### config.mk
export PLATFORM = sky130hd
export DESIGN_NAME = thm_regs
export DESIGN_NICKNAME = d
export VERILOG_FILES = /design/src/thm_pkg.sv /design/src/thm_regs.sv
export SDC_FILE = /design/constraint.sdc
export NUM_CORES = 1
export LEC_CHECK = 0
export BUFFER_PORTS_ARGS = -buffer_cell sky130_fd_sc_hd__buf_2
export CORE_MARGIN = 3
export CORE_UTILIZATION = 40
export DETAILED_ROUTE_END_ITERATION = 12
export HOLD_SLACK_MARGIN = 0.12
export SYNTH_ARGS = -nofsm -noshare
export SYNTH_HDL_FRONTEND = slang
export SYNTH_SLANG_ARGS = --single-unit
### constraint.sdc
create_clock -name clock -period 8.47 [get_ports clock]
set_clock_uncertainty 0.15 [all_clocks]
set_input_delay 2.541 -clock clock [delete_from_list [all_inputs] [get_ports clock]]
set_output_delay 2.541 -clock clock [all_outputs]
set_load 0.01 [all_outputs]
### src/thm_pkg.sv
/*
  Package for the thermal monitor status and configuration bank: register
  indices, field positions, reset values, timing figures and carrier structs.
  Assumes a 100 MHz core clock and an SMBus host on the two serial pins.
*/
`default_nettype none
package thm_pkg;
  // ---------------------------------------------------------------------------
  // register indices (read and write pointers)
  // ---------------------------------------------------------------------------
  localparam logic [7:0] THM_IDX_STATUS_RD = 8'h02;
  localparam logic [7:0] THM_IDX_CFG_RD    = 8'h03;
  localparam logic [7:0] THM_IDX_CFG_WR    = 8'h09;
  localparam logic [7:0] THM_IDX_RATE_RD   = 8'h04;
  localparam logic [7:0] THM_IDX_RATE_WR   = 8'h0A;
  localparam logic [7:0] THM_IDX_ONESHOT   = 8'h0F;
  localparam logic [7:0] THM_IDX_FQ        = 8'h22;
  localparam logic [7:0] THM_IDX_PART_ID   = 8'h3D;
  localparam logic [7:0] THM_IDX_MAKER_ID  = 8'hFE;
  localparam logic [7:0] THM_IDX_REV       = 8'hFF;
  // ---------------------------------------------------------------------------
  // field positions
  // ---------------------------------------------------------------------------
  localparam int THM_CFG_MASK   = 7;
  localparam int THM_CFG_STBY   = 6;
  localparam int THM_CFG_PINSEL = 5;
  localparam int THM_CFG_BETA   = 4;
  localparam int THM_CFG_RANGE  = 2;
  localparam int THM_ST_BUSY    = 7;
  localparam int THM_FQ_SCL_TO  = 7;
  localparam int THM_FQ_SDA_TO  = 6;
  // ---------------------------------------------------------------------------
  // reset values
  // ---------------------------------------------------------------------------
  localparam logic [7:0] THM_CFG_RST  = 8'h08;
  localparam logic [3:0] THM_RATE_RST = 4'h6;
  localparam logic [7:0] THM_FQ_RST   = 8'h01;
  // ---------------------------------------------------------------------------
  // timing
  // ---------------------------------------------------------------------------
  localparam int THM_CLK_PERIOD_NS = 10;
  localparam int THM_MS_NS         = 1000000;
  localparam int THM_CYC_PER_MS    = THM_MS_NS / THM_CLK_PERIOD_NS;
  localparam int THM_BUS_TO_MS     = 25;
  // conversion period in ms per rate code 0000..1010
  localparam int THM_PER_MS [11] = '{16000, 8000, 4000, 2000, 1000, 500,
                                     250, 200, 100, 50, 27};
  // ---------------------------------------------------------------------------
  // carriers
  // ---------------------------------------------------------------------------
  typedef struct packed {
    logic local_high;   // local above high limit
    logic local_low;    // local below low limit
    logic remote_high;  // remote above high limit
    logic remote_low;   // remote below low limit
    logic remote_open;  // remote sensor open
    logic remote_overtemp_out; // remote overtemp limit exceeded
    logic local_overtemp_out;  // local overtemp limit exceeded
    logic second_overtemp_out_hit;   // either high limit, hysteresis applied outside
  } thm_cmp_t;
  typedef struct packed {
    logic       standby;           // periodic conversions halted
    logic       beta_comp_disable; // remote beta compensation off
    logic       range_select;      // extended range
    logic [3:0] rate_code;         // conversion rate code
  } thm_ctrl_t;
endpackage
`default_nettype wire

### src/thm_regs.sv
/*
  Status and configuration bank of a two-channel thermometer, with its SMBus
  slave, conversion pacing, fault queue and alert / overtemp pin drive.
  Assumes comparator levels and conversion-done arrive on the core clock;
  scl and sda come from pins and are resynchronised here.
*/
`timescale 1ns/1ps
`default_nettype none
module thm_regs #(
  parameter logic [6:0] SLAVE_ADDR = 7'h4C,              // bus address
  parameter logic [7:0] PART_ID    = 8'h5A,              // arbitrary value
  parameter logic [7:0] MAKER_ID   = 8'hA5,              // arbitrary value
  parameter logic [7:0] REV_ID     = 8'h01,              // arbitrary value
  parameter int         CYC_PER_MS = thm_pkg::THM_CYC_PER_MS // ms prescale
) (
  input  wire logic              clock,        // core clock
  input  wire logic              srst,         // sync reset, high
  input  wire logic              scl_in,       // serial clock pin
  input  wire logic              sda_in,       // serial data pin level
  output logic                   sda_out,      // data drive value
  output logic                   sda_oe,       // data pull-down enable
  input  wire thm_pkg::thm_cmp_t cmp,          // comparator levels
  input  wire logic              conv_done,    // conversion finished
  output logic                   conv_start,   // start a conversion
  output thm_pkg::thm_ctrl_t     ctrl,         // setup to converter
  output logic                   overtemp_out, // overtemp pin level
  output logic                   overtemp_oe,  // overtemp pull-down
  output logic                   shared_out,   // shared pin level
  output logic                   shared_oe     // shared pin pull-down
);
  import thm_pkg::*;

  initial begin
    if (CYC_PER_MS < 2) $error("CYC_PER_MS too small");
  end

  // ---------------------------------------------------------------------------
  // storage
  // ---------------------------------------------------------------------------
  logic [7:0] cfg;
  logic [3:0] rate;
  logic [7:0] fq;
  logic [7:0] ptr;
  logic [4:0] flags;        // sticky bits 6..2
  logic [1:0] overtemp_out_flags;  // live bits 1..0
  logic       busy;
  logic       oneshot_pend;
  logic       queue_met;

  function automatic logic [2:0] fq_depth(input logic [2:0] code);
    fq_depth = 3'(code[0]) + 3'(code[1]) + 3'(code[2]) + 3'd1;
  endfunction

  function automatic int period_ms(input logic [3:0] code);
    period_ms = (code > 4'hA) ? THM_PER_MS[10] : THM_PER_MS[code];
  endfunction

  // ---------------------------------------------------------------------------
  // pin synchronisers
  // ---------------------------------------------------------------------------
  logic [1:0] scl_sync;
  logic [1:0] sda_sync;
  logic       scl_q;
  logic       sda_q;
  always_ff @(posedge clock) begin
    scl_sync <= {scl_sync[0], scl_in};
    sda_sync <= {sda_sync[0], sda_in};
    scl_q    <= scl_sync[1];
    sda_q    <= sda_sync[1];
  end
  wire scl_rise = scl_sync[1] & ~scl_q;
  wire scl_fall = ~scl_sync[1] & scl_q;
  wire bus_start = scl_sync[1] & scl_q & sda_q & ~sda_sync[1];
  wire bus_stop  = scl_sync[1] & scl_q & ~sda_q & sda_sync[1];

  // ---------------------------------------------------------------------------
  // millisecond tick and bus timeouts
  // ---------------------------------------------------------------------------
  logic [31:0] pre_cnt;
  logic        ms_tick;
  logic [5:0]  scl_low_ms;
  logic [5:0]  sda_low_ms;
  logic        bus_timeout;
  always_ff @(posedge clock) begin
    if (srst || pre_cnt == 32'(CYC_PER_MS - 1)) begin
      pre_cnt <= '0;
    end else begin
      pre_cnt <= pre_cnt + 32'd1;
    end
    ms_tick <= !srst && pre_cnt == 32'(CYC_PER_MS - 1);
  end

  // low-time counters restart whenever the line rises
  always_ff @(posedge clock) begin
    if (srst || scl_sync[1]) begin
      scl_low_ms <= '0;
    end else if (ms_tick && scl_low_ms != 6'h3F) begin
      scl_low_ms <= scl_low_ms + 6'd1;
    end
    if (srst || sda_sync[1]) begin
      sda_low_ms <= '0;
    end else if (ms_tick && sda_low_ms != 6'h3F) begin
      sda_low_ms <= sda_low_ms + 6'd1;
    end
  end
  assign bus_timeout = (fq[THM_FQ_SCL_TO] && scl_low_ms >= 6'(THM_BUS_TO_MS))
                    || (fq[THM_FQ_SDA_TO] && sda_low_ms >= 6'(THM_BUS_TO_MS));

  // ---------------------------------------------------------------------------
  // serial slave
  // ---------------------------------------------------------------------------
  typedef enum logic [6:0] {
    THM_S_IDLE = 7'b0000001,
    THM_S_ADDR = 7'b0000010,
    THM_S_ACKA = 7'b0000100,
    THM_S_WR   = 7'b0001000,
    THM_S_ACKW = 7'b0010000,
    THM_S_RD   = 7'b0100000,
    THM_S_ACKR = 7'b1000000
  } thm_state_t;
  thm_state_t state;
  logic [3:0] bit_cnt;
  logic [7:0] shreg;
  logic       rnw;
  logic       first_byte;
  logic       host_ack;
  logic [7:0] rd_data;
  logic       byte_wr;     // one-cycle: data byte received
  logic       rd_load;     // one-cycle: read byte loaded

  // read decode, live state on busy and overtemp bits
  always_comb begin
    unique case (ptr)
      THM_IDX_STATUS_RD: rd_data = {busy, flags, overtemp_out_flags};
      THM_IDX_CFG_RD:    rd_data = cfg;
      THM_IDX_RATE_RD:   rd_data = {4'h0, rate};
      THM_IDX_FQ:        rd_data = fq;
      THM_IDX_PART_ID:   rd_data = PART_ID;
      THM_IDX_MAKER_ID:  rd_data = MAKER_ID;
      THM_IDX_REV:       rd_data = REV_ID;
      default:           rd_data = 8'h00;
    endcase
  end

  always_ff @(posedge clock) begin
    byte_wr <= 1'b0;
    rd_load <= 1'b0;
    if (srst || bus_stop || bus_timeout) begin
      state  <= THM_S_IDLE;
      sda_oe <= 1'b0;
    end else if (bus_start) begin
      state      <= THM_S_ADDR;
      bit_cnt    <= '0;
      first_byte <= 1'b1;
      sda_oe     <= 1'b0;
    end else begin
      unique case (state)
        THM_S_IDLE: sda_oe <= 1'b0;
        THM_S_ADDR, THM_S_WR: begin
          if (scl_rise) begin
            shreg   <= {shreg[6:0], sda_sync[1]};
            bit_cnt <= bit_cnt + 4'd1;
          end else if (scl_fall && bit_cnt == 4'd8) begin
            if (state == THM_S_ADDR) begin
              if (shreg[7:1] == SLAVE_ADDR) begin
                rnw    <= shreg[0];
                sda_oe <= 1'b1;
                state  <= THM_S_ACKA;
              end else begin
                state <= THM_S_IDLE;
              end
            end else begin
              byte_wr <= 1'b1;
              sda_oe  <= 1'b1;
              state   <= THM_S_ACKW;
            end
          end
        end
        THM_S_ACKA, THM_S_ACKW: begin
          if (scl_fall) begin
            bit_cnt <= '0;
            if (state == THM_S_ACKW) begin
              first_byte <= 1'b0;
            end
            if (state == THM_S_ACKA && rnw) begin
              shreg   <= rd_data;
              rd_load <= 1'b1;
              sda_oe  <= ~rd_data[7];
              state   <= THM_S_RD;
            end else begin
              sda_oe <= 1'b0;
              state  <= THM_S_WR;
            end
          end
        end
        THM_S_RD: begin
          if (scl_rise) begin
            bit_cnt <= bit_cnt + 4'd1;
          end else if (scl_fall && bit_cnt == 4'd8) begin
            sda_oe <= 1'b0;
            state  <= THM_S_ACKR;
          end else if (scl_fall) begin
            shreg  <= {shreg[6:0], 1'b0};
            sda_oe <= ~shreg[6];
          end
        end
        THM_S_ACKR: begin
          if (scl_rise) begin
            host_ack <= ~sda_sync[1];
          end else if (scl_fall && host_ack) begin
            // pointer does not advance; the same register repeats
            shreg   <= rd_data;
            rd_load <= 1'b1;
            sda_oe  <= ~rd_data[7];
            bit_cnt <= '0;
            state   <= THM_S_RD;
          end else if (scl_fall) begin
            state <= THM_S_IDLE;
          end
        end
      endcase
    end
  end
  assign sda_out = 1'b0;

  // ---------------------------------------------------------------------------
  // register writes
  // ---------------------------------------------------------------------------
  // pointer from first data byte, no reset value
  always_ff @(posedge clock) begin
    if (byte_wr && first_byte) begin
      ptr <= shreg;
    end
  end

  wire reg_wr = byte_wr && !first_byte;
  always_ff @(posedge clock) begin
    if (srst) begin
      cfg  <= THM_CFG_RST;
      rate <= THM_RATE_RST;
      fq   <= THM_FQ_RST;
    end else if (reg_wr) begin
      if (ptr == THM_IDX_CFG_WR) begin
        cfg <= {shreg[7:4], 1'b1, shreg[2], 2'b00};
      end
      if (ptr == THM_IDX_RATE_WR) begin
        rate <= shreg[3:0];
      end
      if (ptr == THM_IDX_FQ) begin
        fq <= {shreg[7:6], 2'b00, shreg[3:1], 1'b1};
      end
    end
  end

  // ---------------------------------------------------------------------------
  // conversion pacing
  // ---------------------------------------------------------------------------
  logic [15:0] per_cnt;
  wire standby = cfg[THM_CFG_STBY];
  wire due     = ms_tick && per_cnt >= 16'(period_ms(rate) - 1);

  // one-shot request held until a conversion starts
  always_ff @(posedge clock) begin
    if (srst || conv_start) begin
      oneshot_pend <= 1'b0;
    end else if (reg_wr && ptr == THM_IDX_ONESHOT && standby) begin
      oneshot_pend <= 1'b1;
    end
  end

  always_ff @(posedge clock) begin
    if (srst || due) begin
      per_cnt <= '0;
    end else if (ms_tick) begin
      per_cnt <= per_cnt + 16'd1;
    end
  end

  always_ff @(posedge clock) begin
    if (srst) begin
      conv_start <= 1'b0;
      busy       <= 1'b0;
    end else begin
      conv_start <= !busy && !conv_start && ((due && !standby) || oneshot_pend);
      if (conv_start) begin
        busy <= 1'b1;
      end else if (conv_done) begin
        busy <= 1'b0;
      end
    end
  end

  // ---------------------------------------------------------------------------
  // fault queue and flags
  // ---------------------------------------------------------------------------
  logic [2:0] fault_cnt;
  wire [4:0] trip = {cmp.local_high, cmp.local_low, cmp.remote_high,
                     cmp.remote_low, cmp.remote_open};
  wire status_rd = rd_load && ptr == THM_IDX_STATUS_RD;
  // queue depth reached at this conversion
  // widened so a saturated count still meets the depth
  wire queue_hit = conv_done && |trip
                && ((4'(fault_cnt) + 4'd1) >= 4'(fq_depth(fq[3:1])));

  always_ff @(posedge clock) begin
    if (srst || (conv_done && !(|trip))) begin
      fault_cnt <= '0;
    end else if (conv_done && fault_cnt != 3'd7) begin
      fault_cnt <= fault_cnt + 3'd1;
    end
  end

  always_ff @(posedge clock) begin
    if (srst) begin
      flags     <= '0;
      queue_met <= 1'b0;
    end else begin
      flags     <= (status_rd ? 5'h00 : flags)
                 | ((queue_hit || standby) ? trip : 5'h00);
      queue_met <= (status_rd ? 1'b0 : queue_met) || queue_hit || (standby && |trip);
    end
  end

  always_ff @(posedge clock) begin
    if (srst) begin
      overtemp_out_flags <= '0;
    end else begin
      overtemp_out_flags <= {cmp.remote_overtemp_out, cmp.local_overtemp_out};
    end
  end

  // ---------------------------------------------------------------------------
  // pin drive
  // ---------------------------------------------------------------------------
  wire pin_sel = cfg[THM_CFG_PINSEL];
  wire alert_req = !cfg[THM_CFG_MASK] && queue_met && |flags;

  // overtemp pin, and shared pin when pin_sel is set, follow live comparisons, even in standby
  always_ff @(posedge clock) begin
    if (srst) begin
      overtemp_oe <= 1'b0;
      shared_oe   <= 1'b0;
    end else begin
      overtemp_oe <= cmp.remote_overtemp_out || cmp.local_overtemp_out;
      shared_oe   <= pin_sel ? cmp.second_overtemp_out_hit : alert_req;
    end
  end
  assign overtemp_out = 1'b0;
  assign shared_out   = 1'b0;

  always_ff @(posedge clock) begin
    if (srst) begin
      ctrl <= '{standby: 1'b0, beta_comp_disable: 1'b0, range_select: 1'b0,
                rate_code: THM_RATE_RST};
    end else begin
      ctrl <= '{standby: standby, beta_comp_disable: cfg[THM_CFG_BETA],
                range_select: cfg[THM_CFG_RANGE], rate_code: rate};
    end
  end

  // ---------------------------------------------------------------------------
  // assertions
  // ---------------------------------------------------------------------------
  property p_mask;
    @(posedge clock) disable iff (srst)
      (cfg[THM_CFG_MASK] && !pin_sel) |=> !shared_oe;
  endproperty
  a_mask: assert property (p_mask) else $error("alert not masked");

  property p_standby;
    @(posedge clock) disable iff (srst)
      (standby && !oneshot_pend) ##1 (standby && !oneshot_pend) |-> !conv_start;
  endproperty
  a_standby: assert property (p_standby) else $error("conversion in standby");

  property p_overtemp;
    @(posedge clock) disable iff (srst)
      (cmp.local_overtemp_out || cmp.remote_overtemp_out) |=> overtemp_oe;
  endproperty
  a_overtemp: assert property (p_overtemp) else $error("overtemp not driven");

  property p_second_overtemp_out;
    @(posedge clock) disable iff (srst)
      (pin_sel && cfg[THM_CFG_MASK]) |=> (shared_oe == $past(cmp.second_overtemp_out_hit));
  endproperty
  a_second_overtemp_out: assert property (p_second_overtemp_out) else $error("second overtemp wrong");

  property p_cfg_wr;
    @(posedge clock) disable iff (srst)
      (reg_wr && ptr == THM_IDX_CFG_WR) |=> (cfg[THM_CFG_MASK] == $past(shreg[7]));
  endproperty
  a_cfg_wr: assert property (p_cfg_wr) else $error("config write lost");

  property p_ptr;
    @(posedge clock) disable iff (srst)
      (byte_wr && first_byte) |=> (ptr == $past(shreg));
  endproperty
  a_ptr: assert property (p_ptr) else $error("pointer not loaded");

  property p_sticky;
    @(posedge clock) disable iff (srst)
      (flags[4] && !status_rd) |=> flags[4];
  endproperty
  a_sticky: assert property (p_sticky) else $error("sticky flag dropped");

  property p_busy;
    @(posedge clock) disable iff (srst)
      (conv_start && !conv_done) |=> busy;
  endproperty
  a_busy: assert property (p_busy) else $error("busy not set");

  property p_no_alert;
    @(posedge clock) disable iff (srst)
      (!pin_sel && flags == 5'h00) |=> !shared_oe;
  endproperty
  a_no_alert: assert property (p_no_alert) else $error("alert without flag");

  property p_rate_rst;
    @(posedge clock) srst |=> (rate == THM_RATE_RST && cfg == THM_CFG_RST);
  endproperty
  a_rate_rst: assert property (p_rate_rst) else $error("bad reset values");
endmodule
`default_nettype wire

Word level (Yosys, flattened, before mapping)
Memory sizes are Yosys's and may differ from the RTL's.
Index checks and enable logic that the tools add are counted.

word-level totals
  input port bits = 13
  memories kept = 1
  flip-flop bits (word level) = 137
  ROM bits = 512

operators by class
  magnitude comparators = 6
  reduce and logical (&&, ||, !) cells = 70
  equality and inequality tests = 46
  bitwise logic cells = 20
  muxes and demuxes = 58
  add/subtract/negate cells = 11

memory list
  name             depth  width  rd ports  clocked after Yosys merged registers in  write ports  RTL line        text
  (no name shown)  16     32     1         0                                        0            thm_regs.sv:55  period_ms = (code > 4'hA) ? THM_PER_MS[10] : THM_PER_MS[code];

operator list
  kind                                                                  number
  8-bit two-way mux                                                     8
  7-bit two-way mux                                                     9
  8-bit one-hot mux with 7 select lines                                 1
  16-bit two-way mux                                                    3
  3-bit inequality test, second input constant                          11
  32-bit by 1-bit adder with 32-bit output, second input constant       1
  32-bit by 17-bit == test with 1-bit output, second input constant     1
  8-bit one-hot mux with 4 select lines                                 1
  7-bit one-hot mux with 4 select lines                                 1
  8-bit by 4-bit == test with 1-bit output, second input constant       3
  1-bit logical AND                                                     24
  8-bit AND reduction                                                   3
  1-bit two-way mux                                                     23
  2-bit inequality test, second input constant                          11
  16-bit by 1-bit adder with 16-bit output, second input constant       1
  8-bit by 2-bit == test with 1-bit output, second input constant       2
  8-bit by 6-bit == test with 1-bit output, second input constant       2
  8-bit == test, second input constant                                  2
  16-bit greater-or-equal comparator                                    1
  4-bit two-way mux                                                     4
  16-bit by 2-bit subtractor with 16-bit output, second input constant  1
  5-bit OR reduction                                                    3
  7-bit == test, second input constant                                  2
  1-bit logical OR                                                      14
  43 further kinds                                                      79

Logic depth before layout (Yosys ltp)
  word-level depth = 11
  depth in mapped cells = 18

Least setup slack after synthesis
Ideal clock, no wire load.

  kind = input to register
  start = input srst
  end = register shreg[0] (enable)
  arrival = 3.918 ns
  data required time = 7.937 ns
  path slack = 4.019 ns
  stages on the path = 5
  path buffers = 1
  library setup time = 0.383 ns
  cells stage by stage = clkbuf_1 clkinv_1 o31a_1 nand4_1 nor3_1

on the way
  longest elaborated chain between the ends = 4

ends and longest elaborated chain
  item                                   RTL line         text
  from (decl)                            thm_regs.sv:17   input wire logic srst,
  1-bit logical OR (2 in a row)          thm_regs.sv:148  if (srst || bus_stop || bus_timeout) begin
  1-bit NOT (no source line)             -
  11-bit AND reduction (no source line)  -
  to (signal assigned)                   thm_regs.sv:161  shreg <= {shreg[6:0], sda_sync[1]};
  to (signal assigned)                   thm_regs.sv:186  shreg <= rd_data;
  to (signal assigned)                   thm_regs.sv:203  shreg <= {shreg[6:0], 1'b0};
  to (decl)                              thm_regs.sv:123  logic [7:0] shreg;

Every way passes these cells.
A chain may end at the register's enable or synchronous reset.

Final worst setup path
  start = input srst
  end = register shreg[4] (enable)

Same word-level chain as after synthesis.

==> impl_summary.txt <==
----------------------------------------------------
[Global route]
  Number of antenna violations at the first check in global routing ... 0
  Global routing usage on met3 ... 0.0398
  M1 GR Usage ... 0.228
  Pin count of the biggest net entering global routing ... 37
  Global Route Usage Sum ... 0.165
  Busiest layer in global routing ... met2
  Global routing met2 resource utilization ... 0.257
  Vias in the first global route ... 5143
  Overflow left after global routing ... 0
  Wire length of the first global-routing pass ... 25200 µm

[STA]
  Portion of the clock cycle consumed by the worst path in the final layout ... 0.562
  Final setup violation count ... 0
  Setup slack after layout ... 3.71 ns
  Setup total negative slack ... 0 ns
  Tmin final ... between 4 and 5 ns
  Headroom to the max-slew limit ... 0.263
  Transition time of the tightest slew-check pin ... 1.10 ns
  Number of pins with negative max-slew slack in the final report ... 0
  RSZ-0062 raised after global routing ... no
  Fmax ... 210 MHz
  Hold violation count in the final report ... 0

[CTS]
  Count of clock tree sinks ... 137
  Post-cts sizing count ... 0
  Bufs on Longest Clock Path ... 2
  Number of buffers inserted to repair setup after CTS ... 0
  # hold bufs at CTS ... 0
  Number of levels in the clock H-tree ... 4
  Number of clock buffers inserted by TritonCTS ... 17
  Clock tree from TritonCTS ... done
  Clk Tree Root Cell ... sky130_fd_sc_hd__clkbuf_16
  CTS clock-pin slew for the worst setup and hold paths ... 0.06 ns
  Clock network latency to the later pin of the worst-skew pair ... 0.42 ns

[Yosys]
  Async set or reset register ratio after synthesis ... 0
  Register bit total from synthesis ... 137
  Netlist area before placement ... roughly 7000 µm²
  Synth Area per Inst ... 8.84 µm²
  Most used flip-flop cell after synthesis ... sky130_fd_sc_hd__dfxtp_1
  Library cells used by synthesis ... 70
  Post-synthesis instance total ... ~800
  Synth warn ... 0
  Part of the Yosys area used for sequential elements ... 0.428
  Number of enable flip-flop cells after synthesis ... 23

[Floorplan]
  Die outline area ... 19000 µm²
  Initial core utilization ... 0.414
  Chip Width ... 138 µm
  Core Area ... 16800 µm²
  Top-level I/O count ... 27
  Vertical die dimension ... 138 µm
  Standard-cell rows ... 47

[Placed design]
  Final weighted congestion in routability-driven placement ... 0.817
  Worst slack at placement ... around 3.3 ns
  Port-buffer cells ... 23
  Number of placed instances with taps included ... 1000
  DP HPWL ... 10500 µm

[Critical path]
  Startpoint types ... input pin
  Highest net fanout along the worst path ... 36
  Crit path capture type ... flop
  Setup CP Type ... in2reg
  CP arrival ... 4.64 ns
  Data required time at the worst endpoint ... 8.35 ns
  Worst Reg2Reg Path Length in Cells ... 14

[Detailed routing]
  Detailed Routing Iterations Pass 1 ... 7
  Antenna Violating Nets Remaining ... 0
  DR vias ... 5452
  Wire length reported by the detailed router ... 15000 µm
  Violation count after the first detailed-route iteration ... 403
  Vias per cell ... between 5 and 6
  Remaining DRCs ... 0
  Routed wirelength normalized by instance count ... 14.5 µm

[Layout]
  Fin cells ... 1032
  Number of antenna diodes ... 0
  Count of fill cells added during filler insertion ... 1656
  Layout cells sized above 1 ... 0.0887
  Final net count ... around 850
  Synthesis-to-finish area growth ... 11.5%

[Worst hold path]
  Min-Delay Path Class ... reg2reg
  Min-Delay Path Depth ... 0

[Power]
  Max rail drop VDD ... around 140 µV
  Total power density per cell area ... ~180 nW/µm²
  Static leakage power ... a little under 3 nW

[Job]
  Max_cap viols ... 0

[Run status]
  Status ... complete, no violations

----------------------------------------------------
metal layers:
layer / vias to the layer above / part of all wire / routed length (µm)
li1: 2787 / - / -
met1: 2543 / 0.51 / 7580
met2: 112 / 0.45 / 6700
met3: 10 / 0.037 / 561
met4: 0 / 0.0091 / 136
met5: - / 0 / 0
where the power goes:
group / switching (mW) / internal (mW) / total (mW)
Sequential: 0.00728 / 0.669 / 0.676
Combinational: 0.0225 / 0.0137 / 0.0362
Clock: 0.289 / 0.383 / 0.672
stage by stage:
step           utilization  instance area [µm²]  hold slack [ns]  power (mW)
6_report             0.462                 7740            0.178        1.38
5_1_grt              0.462                 7740            0.184        1.43
3_5_place_dp         0.430                 7200            0.164       0.726
3_3_place_gp         0.430                 7200            0.162       0.726
4_1_cts              0.462                 7740            0.179        1.40
2_1_floorplan            -                 6950            0.160       0.715
kinds of logic (layout without fill, tap and decap cells):
kind of cell | count (synthesis) | in the layout | synth area share
simple gates | 351 | 351 | 0.249
flops | 137 | 137 | 0.428
compound gates | 116 | 116 | 0.115
buf+inv | 66 | 90 | 0.0398
xor+xnor | 60 | 60 | 0.0757
fa+ha+maj | 40 | 40 | 0.0721
mux | 13 | 13 | 0.0189
other cells | 2 | 5 | 0.00108
layout by cell type (no fill, tap or decap), types with 5 or more instances in the layout:
cell / instances
sky130_fd_sc_hd__a22o_1: 10
sky130_fd_sc_hd__a31oi_1: 7
sky130_fd_sc_hd__nor2_1: 121
sky130_fd_sc_hd__o21ai_0: 16
sky130_fd_sc_hd__buf_2: 23
sky130_fd_sc_hd__mux2i_1: 12
sky130_fd_sc_hd__o22ai_1: 5
sky130_fd_sc_hd__nand2b_1: 13
sky130_fd_sc_hd__nor3_1: 22
sky130_fd_sc_hd__nand4_1: 21
sky130_fd_sc_hd__and3_1: 10
sky130_fd_sc_hd__a22oi_1: 5
sky130_fd_sc_hd__xnor2_1: 30
sky130_fd_sc_hd__nor2b_1: 8
sky130_fd_sc_hd__dfxtp_1: 114
sky130_fd_sc_hd__nand3_1: 39
sky130_fd_sc_hd__edfxtp_1: 23
sky130_fd_sc_hd__ha_1: 40
sky130_fd_sc_hd__or3_1: 5
sky130_fd_sc_hd__nand2_1: 73
sky130_fd_sc_hd__a211oi_1: 5
sky130_fd_sc_hd__xor2_1: 30
sky130_fd_sc_hd__inv_1: 31
sky130_fd_sc_hd__a21oi_1: 31
sky130_fd_sc_hd__clkbuf_16: 17
sky130_fd_sc_hd__conb_1: 5
sky130_fd_sc_hd__nor4_1: 10
Yosys cell counts, types with 4 or more instances:
master,instances,area share
sky130_fd_sc_hd__nand2_1,73,0.039
sky130_fd_sc_hd__buf_2,8,0.0058
sky130_fd_sc_hd__a22o_1,10,0.013
sky130_fd_sc_hd__nor3_1,22,0.016
sky130_fd_sc_hd__nand2b_1,13,0.012
sky130_fd_sc_hd__o21ai_0,16,0.012
sky130_fd_sc_hd__nor4_1,10,0.0090
sky130_fd_sc_hd__ha_1,40,0.072
sky130_fd_sc_hd__xor2_1,30,0.038
sky130_fd_sc_hd__edfxtp_1,23,0.099
sky130_fd_sc_hd__a31oi_1,7,0.0063
sky130_fd_sc_hd__o22ai_1,5,0.0045
sky130_fd_sc_hd__clkbuf_1,18,0.0097
sky130_fd_sc_hd__a22oi_1,5,0.0054
sky130_fd_sc_hd__a211oi_1,5,0.0054
sky130_fd_sc_hd__o211ai_1,4,0.0043
sky130_fd_sc_hd__inv_1,31,0.017
sky130_fd_sc_hd__mux2i_1,12,0.017
sky130_fd_sc_hd__nand4_1,21,0.019
sky130_fd_sc_hd__dfxtp_1,114,0.33
sky130_fd_sc_hd__and4_1,4,0.0050
sky130_fd_sc_hd__a21o_1,4,0.0043
sky130_fd_sc_hd__or3_1,5,0.0045
sky130_fd_sc_hd__a21oi_1,31,0.022
sky130_fd_sc_hd__nor2b_1,8,0.0072
sky130_fd_sc_hd__xnor2_1,30,0.038
sky130_fd_sc_hd__or2_2,4,0.0036
sky130_fd_sc_hd__nand3_1,39,0.028
sky130_fd_sc_hd__and3_1,10,0.0090
sky130_fd_sc_hd__nor2_1,121,0.065
final timing paths:
kind	from	endpoint	slack, ns
min reg2reg	sda_sync[0]$_DFF_P_	sda_sync[1]$_DFF_P_	0.18
max	srst	shreg[4]$_DFFE_PP_	3.71
min	sda_sync[0]$_DFF_P_	sda_sync[1]$_DFF_P_	0.18
max reg2reg	rate[2]$_SDFFE_PP1P_	per_cnt[12]$_SDFFE_PP0P_	4.06
worst max-delay path, stage by stage:
cell	delay, ns
sky130_fd_sc_hd__buf_2	0.32
sky130_fd_sc_hd__clkinv_1	0.27
sky130_fd_sc_hd__o31a_1	0.19
sky130_fd_sc_hd__nand4_1	0.31
sky130_fd_sc_hd__nor3_1	0.99
registers in the layout, indices dropped and copies added (netlist names), 6 cells and up:
register and cells:
pre_cnt 32, scl_low_ms 6, shreg 8, state 7
ctrl 7, per_cnt 16, sda_low_ms 6, ptr 8
final cells by class:
cell class              instances  area (µm²)  area share
clock buffers                  19         443      0.0572
clock inverters                13        97.6      0.0126
inverters                      34         128      0.0165
multi-input cells             585        3700       0.478
flip-flops and latches        137        2970       0.384
well taps                     220         275      0.0356
repair buffers                 24         123      0.0158
Power figures use the tool's default switching activity.
